[config.mk]
export PLATFORM = sky130hd
export DESIGN_NAME = bdt_tx_control
export DESIGN_NICKNAME = d
export VERILOG_FILES = /design/src/common/bdt_pkg.sv /design/src/common/bdt_stream_if.sv /design/src/rtl/bdt_tx_skid.sv /design/src/rtl/bdt_tx_control.sv
export VERILOG_INCLUDE_DIRS = /design/src /design/src/common
export SDC_FILE = /design/constraint.sdc
export NUM_CORES = 2
export LEC_CHECK = 0
export BUFFER_PORTS_ARGS = -buffer_cell sky130_fd_sc_hd__buf_2
export CORE_ASPECT_RATIO = 1.1
export CORE_UTILIZATION = 40
export CTS_BUF_LIST = sky130_fd_sc_hd__clkbuf_4 sky130_fd_sc_hd__clkbuf_8
export CTS_CLUSTER_DIAMETER = 50
export DETAILED_ROUTE_END_ITERATION = 8
export SLEW_MARGIN = 25
export SYNTH_ARGS = -nofsm -noshare
export SYNTH_HDL_FRONTEND = slang
export SYNTH_SLANG_ARGS = --single-unit
[constraint.sdc]
create_clock -name pclk -period 5.75 [get_ports pclk]
set_input_delay 0.2875 -clock pclk [delete_from_list [all_inputs] [get_ports pclk]]
set_output_delay 0.2875 -clock pclk [all_outputs]
set_load 0.1 [all_outputs]
[src/common/bdt_defines.svh]
// Register map, field positions, reset values and sizes of the transmit DMA control block.
// Assumes it is included by bare name from the package and the verification modules.
`ifndef BDT_DEFINES_SVH
`define BDT_DEFINES_SVH

// ----------------------------------------------------------------------------
// Register offsets (byte addresses on APB)
// ----------------------------------------------------------------------------
`define BDT_OFF_CTRL 16'h9000
`define BDT_OFF_PTR 16'h9008
`define BDT_OFF_STAT 16'h9014

// ----------------------------------------------------------------------------
// Control register fields
// ----------------------------------------------------------------------------
`define BDT_BRST_HI 4
`define BDT_BIT_STSKO 5
`define BDT_BIT_CCPIE 7
`define BDT_BIT_NLIE 8
`define BDT_BIT_NOIE 9
`define BDT_BIT_EMPTY 10
`define BDT_THR_HI 13
`define BDT_THR_LO 11
`define BDT_BIT_EN 14
`define BDT_BIT_RS 15
`define BDT_CTRL_MASK 16'h7FBF
`define BDT_CTRL_RST 16'h0000
`define BDT_PTR_RST 32'hFFFFFFFF
`define BDT_NULL_PTR 30'h00000000

// ----------------------------------------------------------------------------
// Status register fields and sizes
// ----------------------------------------------------------------------------
`define BDT_STAT_BUSY 8
`define BDT_STAT_FEED 9
`define BDT_BUF_WORDS 7'h40
`define BDT_THR_STEP 7'h08
`define BDT_THR_MAX 7'h20
`define BDT_DESC_WORDS 6'h03
`define BDT_OWN_BIT 31

`endif

[src/common/bdt_pkg.sv]
// Types shared by the transmit DMA control block and its output buffer.
// Assumes the defines header sits beside it on the include path.
`include "bdt_defines.svh"

package bdt_pkg;

  // ----------------------------------------------------------------------------
  // Engine states
  // ----------------------------------------------------------------------------
  typedef enum logic [2:0] {
    BDT_IDLE = 3'b000,
    BDT_DESC_REQ = 3'b001,
    BDT_DESC_DATA = 3'b010,
    BDT_CHECK = 3'b011,
    BDT_DATA_REQ = 3'b100,
    BDT_DATA_DATA = 3'b101
  } bdt_state_t;

  // One buffered word: end-of-frame flag above 32 data bits.
  typedef logic [32:0] bdt_word_t;

endpackage

[src/common/bdt_stream_if.sv]
// Valid/ready word stream between the transmit engine and its output buffer.
// Assumes both ends run on the same clock.
`timescale 1ns/1ps

interface bdt_stream_if;
  import bdt_pkg::*;
  logic valid;
  logic ready;
  bdt_word_t data;
  modport src (output valid, output data, input ready);
  modport snk (input valid, input data, output ready);
endinterface

[src/rtl/bdt_tx_skid.sv]
// Two-entry buffer between the transmit engine and the MAC transmit FIFO.
// Assumes one clock and an asynchronous active-low reset.
`timescale 1ns/1ps

module bdt_tx_skid (
  input wire logic pclk,
  input wire logic presetn,
  bdt_stream_if.snk up,
  bdt_stream_if.src dn
);
  import bdt_pkg::*;

  typedef struct packed {
    bdt_word_t e0;
    bdt_word_t e1;
    logic [1:0] cnt;
  } bdt_skid_st_t;

  bdt_skid_st_t s_q;
  bdt_skid_st_t s_d;
  logic push;
  logic pop;

  // ----------------------------------------------------------------------------
  // Handshakes
  // ----------------------------------------------------------------------------
  // Ready depends only on occupancy, so a stalled MAC simply fills both entries.
  assign up.ready = (s_q.cnt != 2'h2);
  assign dn.valid = (s_q.cnt != 2'h0);
  assign dn.data = s_q.e0;
  assign push = up.valid && up.ready;
  assign pop = dn.valid && dn.ready;

  // Entry 0 is always the head; entry 1 shifts down when the head leaves.
  always_comb begin
    s_d = s_q;
    if (pop) begin
      s_d.e0 = s_q.e1;
    end
    if (push) begin
      if ((s_q.cnt == 2'h0) || ((s_q.cnt == 2'h1) && pop)) begin
        s_d.e0 = up.data;
      end else begin
        s_d.e1 = up.data;
      end
    end
    s_d.cnt = s_q.cnt + {1'b0, push} - {1'b0, pop};
  end

  always_ff @(posedge pclk or negedge presetn) begin
    if (!presetn) begin
      s_q <= '0;
    end else begin
      s_q <= s_d;
    end
  end
endmodule

[src/rtl/bdt_tx_control.sv]
// Transmit half of a buffered Ethernet DMA engine: APB registers, descriptor walk,
// burst fetch into a 64-word transmit buffer, threshold-gated feed to the MAC FIFO.
// Assumes a memory read port that grants a request and then returns mem_len beats,
// and a MAC FIFO with valid/ready on the same clock.
// Descriptor: word 0 = owner (bit 31, 1 = DMA) and buffer address, word 1 = length
// in words (bits 15:0), word 2 = next descriptor address.
`timescale 1ns/1ps

module bdt_tx_control (
  input wire logic pclk,
  input wire logic presetn,
  input wire logic psel,
  input wire logic penable,
  input wire logic pwrite,
  input wire logic [31:0] paddr,
  input wire logic [31:0] pwdata,
  output logic [31:0] prdata,
  output logic pready,
  output logic pslverr,
  output logic mem_req,
  output logic [31:0] mem_addr,
  output logic [5:0] mem_len,
  input wire logic mem_gnt,
  input wire logic mem_rvalid,
  input wire logic [31:0] mem_rdata,
  output logic mac_valid,
  input wire logic mac_ready,
  output logic [31:0] mac_data,
  output logic mac_last,
  input wire logic mac_tx_en,
  input wire logic mac_ctrl_done,
  output logic irq_ctrl_done,
  output logic irq_null_list,
  output logic irq_not_owner,
  output logic irq_buf_empty
);
  import bdt_pkg::*;

  typedef struct packed {
    bdt_state_t st;
    logic [15:0] ctrl;
    logic [31:0] ptr;
    logic [31:0] rdata;
    logic req;
    logic [31:0] addr;
    logic [5:0] len;
    logic [5:0] beats;
    logic [1:0] dbeat;
    logic [31:0] dbuf;
    logic [15:0] dlen;
    logic [31:0] dnext;
    logic [15:0] remain;
    logic first;
    logic feed;
    logic [63:0][32:0] mem;
    logic [5:0] wptr;
    logic [5:0] rptr;
    logic [6:0] level;
    logic irq_cd;
    logic irq_nl;
    logic irq_no;
    logic irq_be;
  } bdt_ctl_st_t;

  bdt_ctl_st_t s_q;
  bdt_ctl_st_t s_d;
  bdt_stream_if up ();
  bdt_stream_if dn ();
  logic acc;
  logic hit;
  logic push;
  logic pop;
  logic [6:0] thr_words;
  logic [5:0] blen;
  logic [6:0] space;

  // ----------------------------------------------------------------------------
  // Output buffer towards the MAC FIFO
  // ----------------------------------------------------------------------------
  bdt_tx_skid u_skid (
    .pclk(pclk),
    .presetn(presetn),
    .up(up),
    .dn(dn)
  );

  // Data comes from the buffer's own flip-flops; the handshake is the buffer's.
  assign mac_valid = dn.valid;
  assign mac_data = dn.data[31:0];
  assign mac_last = dn.data[32];
  assign dn.ready = mac_ready;
  assign up.data = s_q.mem[s_q.rptr];
  // Draining ignores the enable bit, so a disable strands buffered words only while the threshold gate is still closed.
  assign up.valid = (s_q.level != 7'h00) && s_q.feed && mac_tx_en;
  assign pop = up.valid && up.ready;

  // ----------------------------------------------------------------------------
  // APB decode and plain outputs
  // ----------------------------------------------------------------------------
  assign acc = psel && penable;
  assign hit = (paddr[15:0] == `BDT_OFF_CTRL) || (paddr[15:0] == `BDT_OFF_PTR) ||
               (paddr[15:0] == `BDT_OFF_STAT);
  assign pready = acc;
  assign pslverr = acc && !hit;
  assign prdata = s_q.rdata;
  assign mem_req = s_q.req;
  assign mem_addr = s_q.addr;
  assign mem_len = s_q.len;
  assign irq_ctrl_done = s_q.irq_cd;
  assign irq_null_list = s_q.irq_nl;
  assign irq_not_owner = s_q.irq_no;
  assign irq_buf_empty = s_q.irq_be;

  // Threshold in words: the 64-word buffer in eighths, any code with bit 2 set means half.
  always_comb begin
    if (s_q.ctrl[`BDT_THR_HI]) begin
      thr_words = `BDT_THR_MAX;
    end else begin
      thr_words = 7'(s_q.ctrl[`BDT_THR_HI-1:`BDT_THR_LO] * `BDT_THR_STEP);
    end
  end

  // Burst length is the field plus one, trimmed to what is left of the frame.
  always_comb begin
    blen = {1'b0, s_q.ctrl[`BDT_BRST_HI:0]} + 6'h01;
    if ({10'h000, blen} > s_q.remain) begin
      blen = s_q.remain[5:0];
    end
    space = `BDT_BUF_WORDS - s_q.level;
  end

  assign push = (s_q.st == BDT_DATA_DATA) && mem_rvalid;

  // ----------------------------------------------------------------------------
  // Next-state logic
  // ----------------------------------------------------------------------------
  always_comb begin
    s_d = s_q;
    s_d.irq_cd = mac_ctrl_done && s_q.ctrl[`BDT_BIT_CCPIE];
    s_d.irq_nl = 1'b0;
    s_d.irq_no = 1'b0;
    s_d.irq_be = 1'b0;

    // Read data is captured in the setup phase so the access phase answers at once.
    if (psel && !penable) begin
      s_d.rdata = 32'h00000000;
      if (paddr[15:0] == `BDT_OFF_CTRL) begin
        s_d.rdata = {16'h0000, s_q.ctrl & `BDT_CTRL_MASK};
      end else if (paddr[15:0] == `BDT_OFF_PTR) begin
        s_d.rdata = s_q.ptr;
      end else if (paddr[15:0] == `BDT_OFF_STAT) begin
        s_d.rdata[6:0] = s_q.level;
        s_d.rdata[`BDT_STAT_BUSY] = (s_q.st != BDT_IDLE);
        s_d.rdata[`BDT_STAT_FEED] = s_q.feed;
      end
    end

    // Fetch engine.
    unique case (s_q.st)
      BDT_IDLE: begin
        if (s_q.ctrl[`BDT_BIT_EN]) begin
          if (s_q.ptr[31:2] == `BDT_NULL_PTR) begin
            s_d.irq_nl = s_q.ctrl[`BDT_BIT_NLIE];
            s_d.ctrl[`BDT_BIT_EN] = 1'b0;
          end else begin
            s_d.st = BDT_DESC_REQ;
            s_d.req = 1'b1;
            s_d.addr = {s_q.ptr[31:2], 2'b00};
            s_d.len = `BDT_DESC_WORDS;
            s_d.dbeat = 2'h0;
          end
        end
      end
      BDT_DESC_REQ: begin
        if (mem_gnt) begin
          s_d.req = 1'b0;
          s_d.st = BDT_DESC_DATA;
        end
      end
      BDT_DESC_DATA: begin
        if (mem_rvalid) begin
          s_d.dbeat = s_q.dbeat + 2'h1;
          if (s_q.dbeat == 2'h0) begin
            s_d.dbuf = mem_rdata;
          end else if (s_q.dbeat == 2'h1) begin
            s_d.dlen = mem_rdata[15:0];
          end else begin
            s_d.dnext = mem_rdata;
            s_d.st = BDT_CHECK;
          end
        end
      end
      BDT_CHECK: begin
        if (s_q.dbuf[`BDT_OWN_BIT]) begin
          s_d.remain = s_q.dlen;
          s_d.addr = {1'b0, s_q.dbuf[30:2], 2'b00};
          s_d.first = 1'b1;
          if (s_q.dlen == 16'h0000) begin
            s_d.ptr = s_q.dnext;
            s_d.st = BDT_IDLE;
          end else begin
            s_d.st = BDT_DATA_REQ;
          end
        end else if (s_q.ctrl[`BDT_BIT_STSKO]) begin
          s_d.irq_no = s_q.ctrl[`BDT_BIT_NOIE];
          s_d.ctrl[`BDT_BIT_EN] = 1'b0;
          s_d.st = BDT_IDLE;
        end else begin
          s_d.ptr = s_q.dnext;
          s_d.st = BDT_IDLE;
        end
      end
      BDT_DATA_REQ: begin
        if (!s_q.ctrl[`BDT_BIT_EN] && !s_q.req) begin
          s_d.st = BDT_IDLE;
        end else if (s_q.req) begin
          if (mem_gnt) begin
            s_d.req = 1'b0;
            s_d.beats = s_q.len;
            s_d.st = BDT_DATA_DATA;
          end
        end else if (space >= {1'b0, blen}) begin
          // Waiting for room means every word of a granted burst has a slot.
          s_d.req = 1'b1;
          s_d.len = blen;
        end
      end
      BDT_DATA_DATA: begin
        if (mem_rvalid) begin
          s_d.addr = s_q.addr + 32'h00000004;
          s_d.remain = s_q.remain - 16'h0001;
          s_d.beats = s_q.beats - 6'h01;
          s_d.first = 1'b0;
          if (s_q.beats == 6'h01) begin
            if (s_q.remain == 16'h0001) begin
              s_d.ptr = s_q.dnext;
              s_d.st = BDT_IDLE;
            end else begin
              s_d.st = BDT_DATA_REQ;
            end
          end
        end
      end
      default: begin
        s_d.st = BDT_IDLE;
      end
    endcase

    // Transmit buffer: push from memory, pop into the output buffer.
    if (push) begin
      s_d.mem[s_q.wptr] = {(s_q.remain == 16'h0001), mem_rdata};
      s_d.wptr = s_q.wptr + 6'h01;
    end
    if (pop) begin
      s_d.rptr = s_q.rptr + 6'h01;
    end
    s_d.level = s_q.level + {6'h00, push} - {6'h00, pop};

    // The gate closes only when a frame starts into an empty buffer, so the tail of
    // the previous frame is never held back by the next one.
    if (push && s_q.first && (s_q.level == 7'h00) && (thr_words != 7'h00)) begin
      s_d.feed = 1'b0;
    end
    if (s_d.level >= thr_words) begin
      s_d.feed = 1'b1;
    end
    if (push && (s_q.remain == 16'h0001)) begin
      s_d.feed = 1'b1;
    end
    if ((s_q.level != 7'h00) && (s_d.level == 7'h00)) begin
      s_d.irq_be = s_q.ctrl[`BDT_BIT_EMPTY];
    end

    // Register writes land on the access phase; software has the last word on enable.
    if (acc && pwrite) begin
      if (paddr[15:0] == `BDT_OFF_CTRL) begin
        s_d.ctrl = pwdata[15:0] & `BDT_CTRL_MASK;
      end else if (paddr[15:0] == `BDT_OFF_PTR) begin
        s_d.ptr = pwdata;
      end
      if ((paddr[15:0] == `BDT_OFF_CTRL) && pwdata[`BDT_BIT_RS]) begin
        // Engine reset drops the fetch and the transmit buffer's words, not those already in the output buffer; the mask keeps bit 15 at 0.
        s_d.st = BDT_IDLE;
        s_d.req = 1'b0;
        s_d.wptr = 6'h00;
        s_d.rptr = 6'h00;
        s_d.level = 7'h00;
        s_d.feed = 1'b1;
        s_d.first = 1'b0;
        s_d.irq_be = 1'b0;
      end
    end
  end

  // ----------------------------------------------------------------------------
  // State register
  // ----------------------------------------------------------------------------
  always_ff @(posedge pclk or negedge presetn) begin
    if (!presetn) begin
      s_q <= '0;
      s_q.ctrl <= `BDT_CTRL_RST;
      s_q.ptr <= `BDT_PTR_RST;
      s_q.feed <= 1'b1;
    end else begin
      s_q <= s_d;
    end
  end
endmodule

==> tab_implementation.tex <==
\begin{tabular}{lr}
\hline
Metric & Value \\
\hline
\multicolumn{2}{l}{\textbf{Flow run}} \\
Maximum capacitance violations & 0 \\
\multicolumn{2}{l}{\textbf{Global routing}} \\
Largest net degree at the start of global routing & approximately 170 \\
Total global-route track usage & a little under a quarter \\
Initial antenna violation count & 12 \\
Total overflow reported by the global router & 0 \\
First-pass GRT wire length & about 500 mm \\
Number of global-route vias before repair & 77,200 \\
\multicolumn{2}{l}{\textbf{STA}} \\
Share of the cycle needed by the critical path after routing & between 80\% and 90\% \\
RSZ-0062 raised after global routing & no \\
Setup slack of the critical path after layout & 0.982 ns \\
Final hold viol count & 0 \\
Number of failing setup endpoints in the final timing report & 0 \\
Number of max-slew violations in the final report & 0 \\
Worst-margin pin slew & around 1.2 ns \\
Min Tclk post-route & around 4.8 ns \\
Headroom to the max-slew limit & 18.4\% \\
Peak Freq & roughly 0.21 GHz \\
Setup skew after layout & roughly 0.12 ns \\
Total negative slack & 0 ns \\
\multicolumn{2}{l}{\textbf{Setup path}} \\
Critical R2R Capture & mem\_len[4] \\
CP Data Required Time & 6.67 ns \\
Arrival time reported for the critical path endpoint & around 5.7 ns \\
Critical path class & flip-flop to flip-flop \\
Largest driver fanout on the critical path & 11 \\
Reg-to-Reg Start & s\_q[2344] \\
Launching instance or port of the critical path & s\_q[2344] \\
Flop-to-flop setup slack & about 1 ns \\
R2R cell count & 16 \\
CP endpoint kind & flip-flop \\
CP startpoint kind & flip-flop \\
\multicolumn{2}{l}{\textbf{Drt}} \\
Overall via count from detail\_route & 74,200 \\
Total detailed-routing wirelength & between 300 and 400 mm \\
Average vias per placed instance & 5.66 \\
Pre-antenna DRT Iters & 6 \\
Post-route antenna net violation count & 0 \\
Number of design rule violations left after detail routing & 0 \\
Iter 0 DRT Violations & just under 7,000 \\
Average wire length per cell after detail routing & approximately 26 um \\
\multicolumn{2}{l}{\textbf{Clock tree}} \\
Longest Clk Path Bufs & 4 \\
Clk sink count & 2,425 \\
Resized cells post-CTS & 0 \\
CTS HTree Levels & 5 \\
Clock root cell & sky130\_fd\_sc\_hd\_\_clkbuf\_8 \\
Number of clock buffers inserted by TritonCTS & approximately 420 \\
TritonCTS clock tree & done \\
CTS clk-pin slew, worst paths & approximately 0.060 ns \\
Clock insertion delay at the later pin of the skew report & approximately 1.2 ns \\
\multicolumn{2}{l}{\textbf{Logic synthesis}} \\
Share of the synthesized area in compound gates (AO/OA/AOI/OAI) & 4.50\% \\
Simple logic cell fraction of the synthesized area & 8.37\% \\
Share of flip-flops with an asynchronous set or reset & 100\% \\
Count of flip-flops with a built-in enable after synthesis & 0 \\
Warnings, synthesis & 0 \\
Fraction of synthesized area in multiplexers & 28.3\% \\
Combinational family with the most area after synthesis & multiplexers \\
Number of cells produced by synthesis & around 9,000 \\
Summed instance area of the synthesized netlist & 112,000 um\^{}2 \\
Number of synthesized register bits & roughly 2,400 \\
Syn Area/Cell & 12.4 um\^{}2 \\
Top\_reg\_cell synth & sky130\_fd\_sc\_hd\_\_dfrtp\_1 \\
Post-synthesis cell type count & 72 \\
Synthesized-area fraction occupied by adder cells & less than 1\% \\
Post-synthesis sequential area ratio & a little over half \\
Synthesized-area fraction occupied by xor and xnor cells & less than 1\% \\
\multicolumn{2}{l}{\textbf{Placed design}} \\
Gp weighted congestion & 0.848 \\
Post-placement worst setup slack & about 1 ns \\
Post-place instance area & between 100,000 and 150,000 um\^{}2 \\
Port Buffers & around 200 \\
Dpl hpwl & 199 mm \\
\multicolumn{2}{l}{\textbf{Floorplan}} \\
Core region area & between 200,000 and 300,000 um\^{}2 \\
Die Area & roughly 280,000 um\^{}2 \\
Std-Cell Rows & 203 \\
Die X-Extent & about 510 um \\
Die boundary height & $\sim$560 um \\
Top-Level Pins & 217 \\
Initial standard-cell utilization of the core & roughly two fifths \\
\multicolumn{2}{l}{\textbf{Finish}} \\
Commonest cells after routing, fill and taps aside & 2,387 x sky130\_fd\_sc\_hd\_\_dfrtp\_1, 1,874 x sky130\_fd\_sc\_hd\_\_nand2\_1, 1,674 x sky130\_fd\_sc\_hd\_\_mux2\_2 \\
Number of nets in the layout & slightly above 9,000 \\
Final instance area & about 130,000 um\^{}2 \\
Share of layout cells above drive strength 1 & 35.7\% \\
Synthesis-to-layout area growth & 12.6\% \\
Most common cell after layout, fill and taps aside & sky130\_fd\_sc\_hd\_\_dfrtp\_1 \\
\multicolumn{2}{l}{\textbf{Pwr}} \\
Pwr dens & about 380 nW/um\^{}2 \\
Worst-case vdd ir drop & 0.387 mV \\
Lkg Pwr & about 63 nW \\
\multicolumn{2}{l}{\textbf{Min path}} \\
Worst hold-check path type & input pin to asynchronous set/reset pin \\
\multicolumn{2}{l}{\textbf{Outcome}} \\
Outcome & finished clean \\
\hline
\end{tabular}
cells by family after synthesis:
| group | after synthesis |
|---|---|
| compound gates | 810 |
| xor+xnor | 32 |
| fa+ha+maj | 40 |
| buf+inv | 928 |
| flops | 2425 |
| mux | 2467 |
| other cells | 1 |
| simple gates | 2326 |
flip-flops by register name, indices dropped and copies added (netlist names):
name,count
prdata,32
irq_ctrl_done,1
mem_len,6
irq_not_owner,1
mem_addr,30
u_skid.dn.data,33
s_q,2284
irq_buf_empty,1
u_skid.s_q,35
irq_null_list,1
mem_req,1
cell usage after synthesis (4+ instances only):
cell	count	area, um^2
sky130_fd_sc_hd__a222oi_1	16	160
sky130_fd_sc_hd__nor3_1	22	110
sky130_fd_sc_hd__a31oi_1	54	338
sky130_fd_sc_hd__dfrtp_1	2392	59900
sky130_fd_sc_hd__nand3b_1	5	37.5
sky130_fd_sc_hd__buf_1	24	90.1
sky130_fd_sc_hd__nor2b_1	12	75.1
sky130_fd_sc_hd__nand4_1	15	93.8
sky130_fd_sc_hd__o21ai_0	269	1350
sky130_fd_sc_hd__a21oi_1	159	796
sky130_fd_sc_hd__inv_1	42	158
sky130_fd_sc_hd__clkbuf_1	517	1940
sky130_fd_sc_hd__xor2_1	10	87.6
sky130_fd_sc_hd__nand3_1	65	325
sky130_fd_sc_hd__nand2_2	24	150
sky130_fd_sc_hd__a32oi_1	14	123
sky130_fd_sc_hd__o21bai_1	4	30.0
sky130_fd_sc_hd__buf_2	229	1150
sky130_fd_sc_hd__nand2b_1	11	68.8
sky130_fd_sc_hd__nor2_1	172	646
sky130_fd_sc_hd__mux4_2	383	8630
sky130_fd_sc_hd__ha_1	39	488
sky130_fd_sc_hd__o311ai_0	5	43.8
sky130_fd_sc_hd__dfstp_2	33	867
sky130_fd_sc_hd__mux2_2	1674	18900
sky130_fd_sc_hd__and2_1	15	93.8
sky130_fd_sc_hd__or3b_2	4	35.0
sky130_fd_sc_hd__and3_1	19	119
sky130_fd_sc_hd__or3_1	11	68.8
sky130_fd_sc_hd__xnor2_1	22	193
sky130_fd_sc_hd__nand2_1	1902	7140
sky130_fd_sc_hd__o22ai_1	68	425
sky130_fd_sc_hd__mux2i_1	410	4100
sky130_fd_sc_hd__a221oi_1	55	482
sky130_fd_sc_hd__nor3b_1	6	45.0
sky130_fd_sc_hd__buf_4	112	841
sky130_fd_sc_hd__nor4_1	19	119
sky130_fd_sc_hd__and3b_1	4	35.0
sky130_fd_sc_hd__a22oi_1	105	788
sky130_fd_sc_hd__o211ai_1	28	210
layer usage:
metal | routed length [um] | vias to the layer above | GRT usage [%] | part of all wire (%)
li1 | - | 31800 | - | -
met3 | 19700 | 632 | 3.64 | 5.9
met4 | 11100 | 4 | 8.29 | 3.3
met5 | 14 | - | 0 | 0.0042
met1 | 143000 | 39200 | 31.6 | 43
met2 | 161000 | 2553 | 39.2 | 48
worst max-delay path by stage:
stage | end | slack (ns) | cells past startpoint
floorplan | mem_req | 1.73 | 15
global placement | mem_req | 0.84 | 16
detailed placement | mem_req | 1.00 | 16
CTS | mem_len[4] | 0.98 | 16
global route | mem_len[4] | 0.54 | 16
finish | mem_len[4] | 0.98 | 16
repair_timing:
item,4_1_cts,5_1_grt
hold buffers,120,0
setup buffers,0,0
endpoints found under the hold margin,2656,0
metrics by stage:
step / std cells / hold WS (ns) / power (mW) / utilization [%]
2_1_floorplan: 9030 / -0.00809 / 26.7 / -
3_3_place_gp: 12300 / 0.341 / 31.2 / 41.6
6_report: 13100 / 0.0783 / 47.8 / 45.3
3_5_place_dp: 12300 / 0.363 / 31.3 / 41.6
5_1_grt: 13100 / 0.0981 / 49.6 / 45.3
4_1_cts: 13100 / 0.0293 / 48.1 / 45.3
worst max-delay path, stage by stage (launching register included):
cell and delay [ns]:
sky130_fd_sc_hd__dfrtp_1 0.44, sky130_fd_sc_hd__ha_1 0.22, sky130_fd_sc_hd__nand3_1 0.10, sky130_fd_sc_hd__xnor2_1 0.34, sky130_fd_sc_hd__ha_1 0.30, sky130_fd_sc_hd__nand3_1 0.12, sky130_fd_sc_hd__a21oi_1 0.06, sky130_fd_sc_hd__o21ai_0 0.19
sky130_fd_sc_hd__buf_4 0.23, sky130_fd_sc_hd__mux2i_1 0.31, sky130_fd_sc_hd__ha_1 0.28, sky130_fd_sc_hd__nand2b_1 0.14, sky130_fd_sc_hd__a211oi_1 0.24, sky130_fd_sc_hd__o21ai_0 0.13, sky130_fd_sc_hd__a2111oi_0 0.83, sky130_fd_sc_hd__o22ai_1 0.42
sky130_fd_sc_hd__mux2i_1 0.21
power breakdown:
part,total [mW],switching (mW),internal [mW]
Sequential,19.0,1.03,17.9
Combinational,12.1,8.18,3.97
Clock,16.7,7.09,9.62
cell type report:
type | instances | area, um^2
fillers | 25100 | 152000
flip-flops and latches | 2425 | 60700
multi-input cells | 5677 | 47000
clock buffers | 685 | 8440
well taps | 3690 | 4620
repair buffers | 545 | 4290
clock inverters | 51 | 531
inverters | 44 | 166
diodes | 2 | 5.00
No activity file was read; power rests on OpenSTA's default activity.
